[config.mk]
export PLATFORM = sky130hd
export DESIGN_NAME = afsp_port
export DESIGN_NICKNAME = d
export VERILOG_FILES = /design/src/afsp_pkg.sv /design/src/afsp_port.sv
export SDC_FILE = /design/constraint.sdc
export NUM_CORES = 1
export LEC_CHECK = 0
export BUFFER_PORTS_ARGS = -buffer_cell sky130_fd_sc_hd__buf_4
export CAP_MARGIN = 10
export CORE_ASPECT_RATIO = 0.5
export CORE_MARGIN = 1
export CORE_UTILIZATION = 60
export DETAILED_ROUTE_END_ITERATION = 10
export PLACE_DENSITY = 0.83
export SYNTH_ARGS = -nofsm -noshare
export SYNTH_HDL_FRONTEND = slang
export SYNTH_SLANG_ARGS = --single-unit
[constraint.sdc]
create_clock -name i_clk -period 56.5 [get_ports i_clk]
set_input_delay 5.65 -clock i_clk [delete_from_list [all_inputs] [get_ports i_clk]]
set_output_delay 5.65 -clock i_clk [all_outputs]
set_load 0.1 [all_outputs]
[src/afsp_pkg.sv]
// afsp_pkg: register map, field positions, reset values and timing
// assumes a 40 MHz system clock and 32-bit classic wishbone access
package afsp_pkg;
   localparam int unsigned AFSP_CLK_HZ = 40000000;
   localparam int unsigned AFSP_SAMPLE_BITS = 16;
   // register byte offsets
   localparam logic [3:0] AFSP_REG_CTRL = 4'h0;
   localparam logic [3:0] AFSP_REG_STATUS = 4'h4;
   localparam logic [3:0] AFSP_REG_TXDATA = 4'h8;
   localparam logic [3:0] AFSP_REG_RXDATA = 4'hc;
   // control fields
   localparam int AFSP_CTRL_SLAVE_BIT = 0;
   localparam int AFSP_CTRL_LONG_BIT = 1;
   localparam int AFSP_CTRL_RATE_LSB = 4;
   localparam int AFSP_CTRL_EN_BIT = 8;
   // rate select codes: bit clock in kHz
   localparam logic [2:0] AFSP_RATE_256 = 3'h0;
   localparam logic [2:0] AFSP_RATE_512 = 3'h1;
   localparam logic [2:0] AFSP_RATE_1024 = 3'h2;
   localparam logic [2:0] AFSP_RATE_2048 = 3'h3;
   localparam logic [2:0] AFSP_RATE_4096 = 3'h4;
   localparam int unsigned AFSP_BCLK_2048_KHZ = 2048;
   // reset: master, short frame, 2048 kHz, enabled
   localparam logic [8:0] AFSP_CTRL_RESET = 9'h130;
   // status bits
   localparam int AFSP_ST_RXVALID_BIT = 0;
   localparam int AFSP_ST_TXEMPTY_BIT = 1;
   // bit clocks per frame for each rate (8 kHz, 4096 at 16 kHz)
   localparam logic [8:0] AFSP_BITS_256 = 9'd32;
   // half period of bit clock in system clocks: 40000/(2*kHz), floor
   function automatic logic [7:0] afsp_half(input logic [2:0] rate);
      int unsigned khz;
      khz = 256 << rate;
      afsp_half = 8'((AFSP_CLK_HZ / 1000) / (2 * khz));
   endfunction
   // bit clocks per frame: rate/8k, but 4096 kHz runs 16 kHz frames
   function automatic logic [8:0] afsp_frame_bits(input logic [2:0] rate);
      if (rate == AFSP_RATE_4096)
         afsp_frame_bits = 9'd256;
      else
         afsp_frame_bits = AFSP_BITS_256 << rate;
   endfunction
endpackage

[src/afsp_port.sv]
// afsp_port: audio frame serial port with classic wishbone registers
// assumes codec pins are asynchronous and pass a two-stage synchroniser
//
// Design decisions made here: the Wishbone interface to the registers and the address map.
`timescale 1ns/1ps
`default_nettype none
module afsp_port
(
   input wire logic i_clk,
   input wire logic i_reset,
   input wire logic [3:0] i_wb_adr,
   input wire logic [31:0] i_wb_dat,
   input wire logic [3:0] i_wb_sel,
   input wire logic i_wb_we,
   input wire logic i_wb_cyc,
   input wire logic i_wb_stb,
   output logic [31:0] o_wb_dat,
   output logic o_wb_ack,
   input wire logic i_bclk,
   output logic o_bclk,
   output logic o_bclk_oe,
   input wire logic i_fsync,
   output logic o_fsync,
   output logic o_fsync_oe,
   input wire logic i_sdin,
   output logic o_sdout
);
   import afsp_pkg::*;

   ////////////////////////////////////////////////////////////////////////
   // registers
   logic [8:0] ctrl;
   logic [15:0] tx_hold;
   logic tx_empty;
   logic [15:0] rx_hold;
   logic rx_valid;
   logic wb_hit;
   logic tx_take;
   logic rx_done;
   logic [15:0] rx_word;
   logic is_master;
   logic long_mode;
   logic [2:0] rate;
   logic wr_ctrl;
   logic wr_tx;
   logic rd_rx;

   assign long_mode = ctrl[AFSP_CTRL_LONG_BIT];
   // long frame can never be slave
   assign is_master = long_mode | ~ctrl[AFSP_CTRL_SLAVE_BIT];
   assign rate = ctrl[AFSP_CTRL_RATE_LSB +: 3];
   // ack masks the request so a held strobe is taken only once
   assign wb_hit = i_wb_cyc & i_wb_stb & ~o_wb_ack;
   // register strobes, each decoded once and used by one process
   assign wr_ctrl = wb_hit & i_wb_we & (i_wb_adr == AFSP_REG_CTRL);
   assign wr_tx = wb_hit & i_wb_we & (i_wb_adr == AFSP_REG_TXDATA) &
      (i_wb_sel[1:0] != 2'h0);
   assign rd_rx = wb_hit & ~i_wb_we & (i_wb_adr == AFSP_REG_RXDATA);

   // one-wait-state answer; ack drops the cycle after
   always_ff @(posedge i_clk or posedge i_reset)
   begin
      if (i_reset)
         o_wb_ack <= 1'b0;
      else
         o_wb_ack <= wb_hit;
   end

   // control register, writable in low bytes
   always_ff @(posedge i_clk or posedge i_reset)
   begin
      if (i_reset)
         ctrl <= AFSP_CTRL_RESET;
      else if (wr_ctrl)
      begin
         if (i_wb_sel[0])
            ctrl[7:0] <= i_wb_dat[7:0];
         if (i_wb_sel[1])
            ctrl[8] <= i_wb_dat[8];
      end
   end

   // transmit holding word; frame start takes it, write refills
   always_ff @(posedge i_clk or posedge i_reset)
   begin
      if (i_reset)
      begin
         tx_hold <= 16'h0000;
         tx_empty <= 1'b1;
      end
      else if (wr_tx)
      begin
         if (i_wb_sel[0])
            tx_hold[7:0] <= i_wb_dat[7:0];
         if (i_wb_sel[1])
            tx_hold[15:8] <= i_wb_dat[15:8];
         tx_empty <= 1'b0;
      end
      else if (tx_take)
         tx_empty <= 1'b1;
   end

   // receive holding word; a new sample wins over the read clear
   always_ff @(posedge i_clk or posedge i_reset)
   begin
      if (i_reset)
      begin
         rx_hold <= 16'h0000;
         rx_valid <= 1'b0;
      end
      else if (rx_done)
      begin
         rx_hold <= rx_word;
         rx_valid <= 1'b1;
      end
      else if (rd_rx)
         rx_valid <= 1'b0;
   end

   // read mux; unmapped addresses read zero and still ack
   always_ff @(posedge i_clk or posedge i_reset)
   begin
      if (i_reset)
         o_wb_dat <= 32'h0000_0000;
      else if (wb_hit && !i_wb_we)
      begin
         unique case (i_wb_adr)
            AFSP_REG_CTRL: o_wb_dat <= {23'h0, ctrl};
            AFSP_REG_STATUS: o_wb_dat <= {30'h0, tx_empty, rx_valid};
            AFSP_REG_TXDATA: o_wb_dat <= {16'h0, tx_hold};
            AFSP_REG_RXDATA: o_wb_dat <= {16'h0, rx_hold};
            default: o_wb_dat <= 32'h0000_0000;
         endcase
      end
   end

   ////////////////////////////////////////////////////////////////////////
   // master clock and sync generation
   logic [7:0] div_cnt;
   logic [8:0] bit_cnt;
   logic gen_bclk;
   logic gen_fsync;
   logic gen_rise;
   logic gen_fall;
   logic gen_tick;

   // terminal count; >= so a rate rise mid-period toggles at once
   // instead of running the counter round through 255
   assign gen_tick = div_cnt >= afsp_half(rate) - 8'h01;

   // half-period divider; runs free, the frame count wrap never resets it
   always_ff @(posedge i_clk or posedge i_reset)
   begin
      if (i_reset)
      begin
         div_cnt <= 8'h00;
         gen_bclk <= 1'b0;
      end
      else if (gen_tick)
      begin
         div_cnt <= 8'h00;
         gen_bclk <= ~gen_bclk;
      end
      else
         div_cnt <= div_cnt + 8'h01;
   end

   assign gen_rise = gen_tick & ~gen_bclk;
   assign gen_fall = gen_tick & gen_bclk;

   // bit counter on rising generated edge; sync shape per mode
   always_ff @(posedge i_clk or posedge i_reset)
   begin
      if (i_reset)
      begin
         bit_cnt <= 9'h000;
         gen_fsync <= 1'b0;
      end
      else if (gen_rise)
      begin
         if (bit_cnt >= afsp_frame_bits(rate) - 9'h001)
            bit_cnt <= 9'h000;
         else
            bit_cnt <= bit_cnt + 9'h001;
         // long: high for first half frame, 50 percent duty
         if (long_mode)
            gen_fsync <= (bit_cnt >= afsp_frame_bits(rate) - 9'h001) |
               (bit_cnt < (afsp_frame_bits(rate) >> 1) - 9'h001);
         // short: one bit-clock pulse before the msb
         else
            gen_fsync <= bit_cnt == afsp_frame_bits(rate) - 9'h002;
      end
   end

   // pin drivers; enables follow master role
   // bclk pin takes the next phase, so sdout moves with its rise
   always_ff @(posedge i_clk or posedge i_reset)
   begin
      if (i_reset)
      begin
         o_bclk <= 1'b0;
         o_fsync <= 1'b0;
         o_bclk_oe <= 1'b0;
         o_fsync_oe <= 1'b0;
      end
      else
      begin
         o_bclk <= gen_bclk ^ gen_tick;
         o_fsync <= gen_fsync;
         o_bclk_oe <= is_master;
         o_fsync_oe <= is_master;
      end
   end

   ////////////////////////////////////////////////////////////////////////
   // pin synchronisers; slave mode samples the pins
   // only the second stage is read; the first may be metastable
   logic [1:0] bclk_sy;
   logic [1:0] fs_sy;
   logic [1:0] din_sy;
   logic bclk_d;
   logic fs_d;

   always_ff @(posedge i_clk or posedge i_reset)
   begin
      if (i_reset)
      begin
         bclk_sy <= 2'h0;
         fs_sy <= 2'h0;
         din_sy <= 2'h0;
         bclk_d <= 1'b0;
         fs_d <= 1'b0;
      end
      else
      begin
         bclk_sy <= {bclk_sy[0], i_bclk};
         fs_sy <= {fs_sy[0], i_fsync};
         din_sy <= {din_sy[0], i_sdin};
         bclk_d <= bclk_sy[1];
         fs_d <= fs_sy[1];
      end
   end

   // unified edge view: generated in master, synchronised in slave
   logic e_rise;
   logic e_fall;
   logic fs_lvl;
   logic fs_prev;

   assign e_rise = is_master ? gen_rise : (bclk_sy[1] & ~bclk_d);
   assign e_fall = is_master ? gen_fall : (~bclk_sy[1] & bclk_d);
   assign fs_lvl = is_master ? gen_fsync : fs_sy[1];

   ////////////////////////////////////////////////////////////////////////
   // serial engine
   logic [15:0] tx_shift;
   logic [15:0] rx_shift;
   logic [4:0] tx_left;
   logic [4:0] rx_left;
   logic frame_go;

   // sync level sampled at falling edges; codec launches on rising
   always_ff @(posedge i_clk or posedge i_reset)
   begin
      if (i_reset)
         fs_prev <= 1'b0;
      else if (e_fall)
         fs_prev <= fs_lvl;
   end

   // short: sync seen high then low; long: low then high
   assign frame_go = e_fall & ctrl[AFSP_CTRL_EN_BIT] &
      (long_mode ? (fs_lvl & ~fs_prev) : (~fs_lvl & fs_prev));
   assign tx_take = frame_go;

   // transmit: load at frame start, msb launched at next rising edge
   always_ff @(posedge i_clk or posedge i_reset)
   begin
      if (i_reset)
      begin
         tx_shift <= 16'h0000;
         tx_left <= 5'h00;
         o_sdout <= 1'b0;
      end
      else if (frame_go)
      begin
         tx_shift <= tx_empty ? 16'h0000 : tx_hold;
         tx_left <= 5'd16;
      end
      else if (e_rise)
      begin
         if (tx_left != 5'h00)
         begin
            o_sdout <= tx_shift[15];
            tx_shift <= {tx_shift[14:0], 1'b0};
            tx_left <= tx_left - 5'h01;
         end
         else
            o_sdout <= 1'b0;
      end
   end

   // receive: falling edges after the frame start carry msb first
   always_ff @(posedge i_clk or posedge i_reset)
   begin
      if (i_reset)
      begin
         rx_shift <= 16'h0000;
         rx_left <= 5'h00;
      end
      else if (frame_go)
         rx_left <= 5'd16;
      else if (e_fall && rx_left != 5'h00)
      begin
         rx_shift <= {rx_shift[14:0], din_sy[1]};
         rx_left <= rx_left - 5'h01;
      end
   end

   // completion pulse once sixteenth bit lands
   logic rx_busy_d;
   always_ff @(posedge i_clk or posedge i_reset)
   begin
      if (i_reset)
         rx_busy_d <= 1'b0;
      else
         rx_busy_d <= rx_left != 5'h00;
   end
   assign rx_done = rx_busy_d & (rx_left == 5'h00);
   assign rx_word = rx_shift;
endmodule
`default_nettype wire

==> impl_metrics.json <==
{
  "grt_pass1_vias": 15400,
  "fmax_mhz": 20.7,
  "arrival_time_of_the_worst_setup_path_ps": 48670,
  "cts_htree_levels": 4,
  "grt_first_pass_wirelength_um": 76600,
  "cts_root_buf": "clkbuf_16",
  "worst_path_largest_cell_delay_ps": 730,
  "area.sequential_sq_mm": 0.00336,
  "use_met3_pct": 4.05,
  "yosys_warnings": 0,
  "period_needed_ps": 48390,
  "ratio_of_cells_with_drive_above_1_in_the_final_layout_pct": 13.2,
  "n_fill_cell": 2174,
  "design.die.area_sq_mm": 0.0284,
  "cts_buffer_depth": 2,
  "async_reset_ff_share_pct": 100,
  "place_congestion": 0.958,
  "worstSetupStartpoint": "ctrl[4]",
  "rsz0062_at_grt": "no",
  "first_iter_violations": 1708,
  "ff2ff_setup_slack_ps": 8110,
  "critical_path_peak_fanout": 21,
  "final_report_hold_violation_count": 0,
  "floorplan.initialDensity_pct": 62.0,
  "worst_clock_skew_ps": 8.51,
  "synth_area_sq_mm": 0.0166,
  "globalRouteTotalUtil_pct": 32.7,
  "grt_use_met1_pct": 43.5,
  "worst_hold_path.num_cells": 0,
  "top_family_by_delay_on_critical_path": "compound AO/OA/AOI/OAI gates",
  "netlist_instances": 2073,
  "placement.io_buffers": 51,
  "most_common_cell_on_crit_path": "ha_1",
  "floorplan.die.width_um": 237,
  "grt_start_max_net_pins": 88,
  "crit_cells": 178,
  "timing.final.setup_violations": 0,
  "tritoncts": "built",
  "num_io_pins": 86,
  "finalSetupTns_ps": 0,
  "hold_path_class": "reg -> reg",
  "dominantRegCellSynth": "dfrtp_1",
  "final_cell_area_sq_mm": 0.0178,
  "min-delay-start": "din_sy[0]",
  "drc": 0,
  "clock_sink_count": 134,
  "slew_headroom_pct": 29.7,
  "cts_resized": 0,
  "postPlaceCellArea_sq_mm": 0.0172,
  "synth-edff-count": 0,
  "num_vias": 16800,
  "finalWirelength_um": 47500,
  "initial_antenna_violation_count": 0,
  "synthToLayoutAreaGrowth_pct": 7.19,
  "critical_path.startpoint_type": "flip-flop",
  "placementRows": 42,
  "finalMaxSlewViolations": 0,
  "dpl.hpwl_um": 34400,
  "grt_overflow_total": 0,
  "routed_via_density": 6.85,
  "ys_ff_latch": 134,
  "hold_buffers": 0,
  "worstHoldEndpoint": "din_sy[1]",
  "post-cts-setup-buffers": 0,
  "timing.critical_path.slowest_stage_cell": "dfstp_2",
  "post_synth_num_cell_types": 119,
  "critPathBufInv": 6,
  "critical_path_required_ps": 56780,
  "type_of_the_worst_setup_path": "reg -> reg",
  "avgRoutedWirePerCell_um": 19.4,
  "post_synth.cell_area_avg_sq_um": 8.02,
  "total_area_of_multi_input_combinational_cells_sq_mm": 0.0127,
  "final_layout_net_count": 2266,
  "reg2regPathDepth": 178,
  "antenna_cells_inserted": 0,
  "core_region_area_sq_mm": 0.0268,
  "grt_busiest_layer": "met2",
  "use_met2_pct": 55.6,
  "cts.clk_slew.worst_paths_ps": 70,
  "worstSetupEndpointType": "flip-flop",
  "tritoncts.num_buffers": 17,
  "layout_worst_path_cycle_share_pct": 85.6,
  "status": "finished, final reports clean",
  "dieHeight_um": 120,
  "dr.pass1.iters": 6,
  "drv.max_cap_violation_count": 0,
  "worstReg2RegStart": "ctrl[4]",
  "worst_skew_pair.late_latency_ps": 420,
  "ys_seq_area_share_pct": 20.2,
  "routed_antenna_nets": 0,
  "worstMarginPinSlew_ps": 1050,
  "critical_path.reg2reg.endpoint": "tx_shift[2]"
}
## per-layer routing
metal / vias to the layer above / wire [um] / share of wire (%)
met5: - / 0 / 0
met4: 0 / 1090 / 2.3
met3: 116 / 3670 / 7.7
met2: 765 / 22300 / 47
met1: 7988 / 20500 / 43
li1: 7903 / - / -
## stage by stage
| stage | cells | hold slack (ps) | util (%) | setup WS [ps] |
|---|---|---|---|---|
| final | 2449 | 354 | 66.5 | 8110 |
| after global routing | 2449 | 368 | 66.5 | 4870 |
| after CTS | 2449 | 354 | 66.5 | 9040 |
| after detailed placement | 2417 | 340 | 64.2 | 9280 |
| after global placement | 2417 | 335 | 64.2 | 9780 |
| after floorplan | 2089 | 331 | - | 14950 |
## worst max-delay path by stage
| stage | end | slack [ps] |
|---|---|---|
| final | tx_shift[2] | 8110 |
| after global routing | tx_shift[2] | 4870 |
| after CTS | tx_shift[2] | 9040 |
| after detailed placement | tx_shift[2] | 9280 |
| after global placement | tx_shift[9] | 9780 |
| after floorplan | rx_shift[0] | 14950 |
## registers in the layout (all words and copies together) (netlist names), 2 cells and up
name,count
rx_left,5
din_sy,2
ctrl,9
o_wb_dat,16
fs_sy,2
tx_hold,16
rx_shift,16
div_cnt,8
bclk_sy,2
tx_left,5
rx_hold,16
bit_cnt,9
tx_shift,16
## cells in the mapped netlist (8+ instances only)
cell type | n | share of area [%]
xnor2_1 | 67 | 3.5
mux2i_1 | 47 | 2.8
buf_1 | 10 | 0.23
o211a_1 | 8 | 0.48
mux2_2 | 86 | 5.8
ha_1 | 133 | 10
o21a_1 | 16 | 0.72
nand2b_1 | 29 | 1.1
nand4_1 | 29 | 1.1
and2_1 | 28 | 1.1
a31oi_1 | 30 | 1.1
a21oi_1 | 123 | 3.7
nand3b_1 | 19 | 0.86
nand3_1 | 67 | 2.0
clkbuf_1 | 52 | 1.2
a311o_1 | 9 | 0.54
nor2b_1 | 15 | 0.56
a31o_2 | 15 | 0.79
buf_4 | 20 | 0.90
o22ai_1 | 8 | 0.30
nor3_1 | 52 | 1.6
xor2_1 | 53 | 2.8
a21o_1 | 49 | 2.2
and3_1 | 22 | 0.83
or4_1 | 19 | 0.86
dfrtp_1 | 130 | 20
nor2_1 | 177 | 4.0
buf_2 | 11 | 0.33
a211oi_1 | 26 | 1.2
inv_1 | 48 | 1.1
o21ai_0 | 154 | 4.6
o21ai_1 | 12 | 0.36
a22oi_1 | 17 | 0.77
o31ai_1 | 21 | 0.95
nand2_1 | 182 | 4.1
nor4_1 | 25 | 0.94
or3_1 | 19 | 0.72
a211o_1 | 9 | 0.47
or2_2 | 8 | 0.30
o211ai_1 | 17 | 0.77
o311ai_0 | 8 | 0.42
a311oi_1 | 8 | 0.42
and4_1 | 10 | 0.53
## cell type report
type | count | area share, %
clock buffers | 17 | 2.39
well taps | 352 | 2.47
repair buffers | 70 | 2.95
clock inverters | 15 | 0.991
flip-flops and latches | 134 | 18.9
inverters | 52 | 1.12
multi-input cells | 1809 | 71.2
## logic make-up after synthesis
logic type / share of synthesized area [%]
buffers and inverters: 3.88
AO/OA/AOI/OAI: 27.2
XOR/XNOR: 6.33
multiplexers: 8.66
AND/OR/NAND/NOR: 23.6
flip-flops: 20.2
adder cells (fa/ha/maj): 10.1
other: 0.0226
## cell usage in the layout (no fill, tap or decap), types with 47 or more instances in the layout
master | synthesis | routed
nand2_1 | 182 | 182
o21ai_0 | 154 | 154
nand3_1 | 67 | 67
inv_1 | 48 | 47
dfrtp_1 | 130 | 130
a21o_1 | 49 | 49
buf_4 | 20 | 70
xnor2_1 | 67 | 67
mux2i_1 | 47 | 47
a21oi_1 | 123 | 123
nor2_1 | 177 | 177
ha_1 | 133 | 133
xor2_1 | 53 | 53
mux2_2 | 86 | 86
nor3_1 | 52 | 51
Power is left out: the tool's default activity adds up to more than one toggle a clock period on the data nets, which glitch-free logic cannot reach.
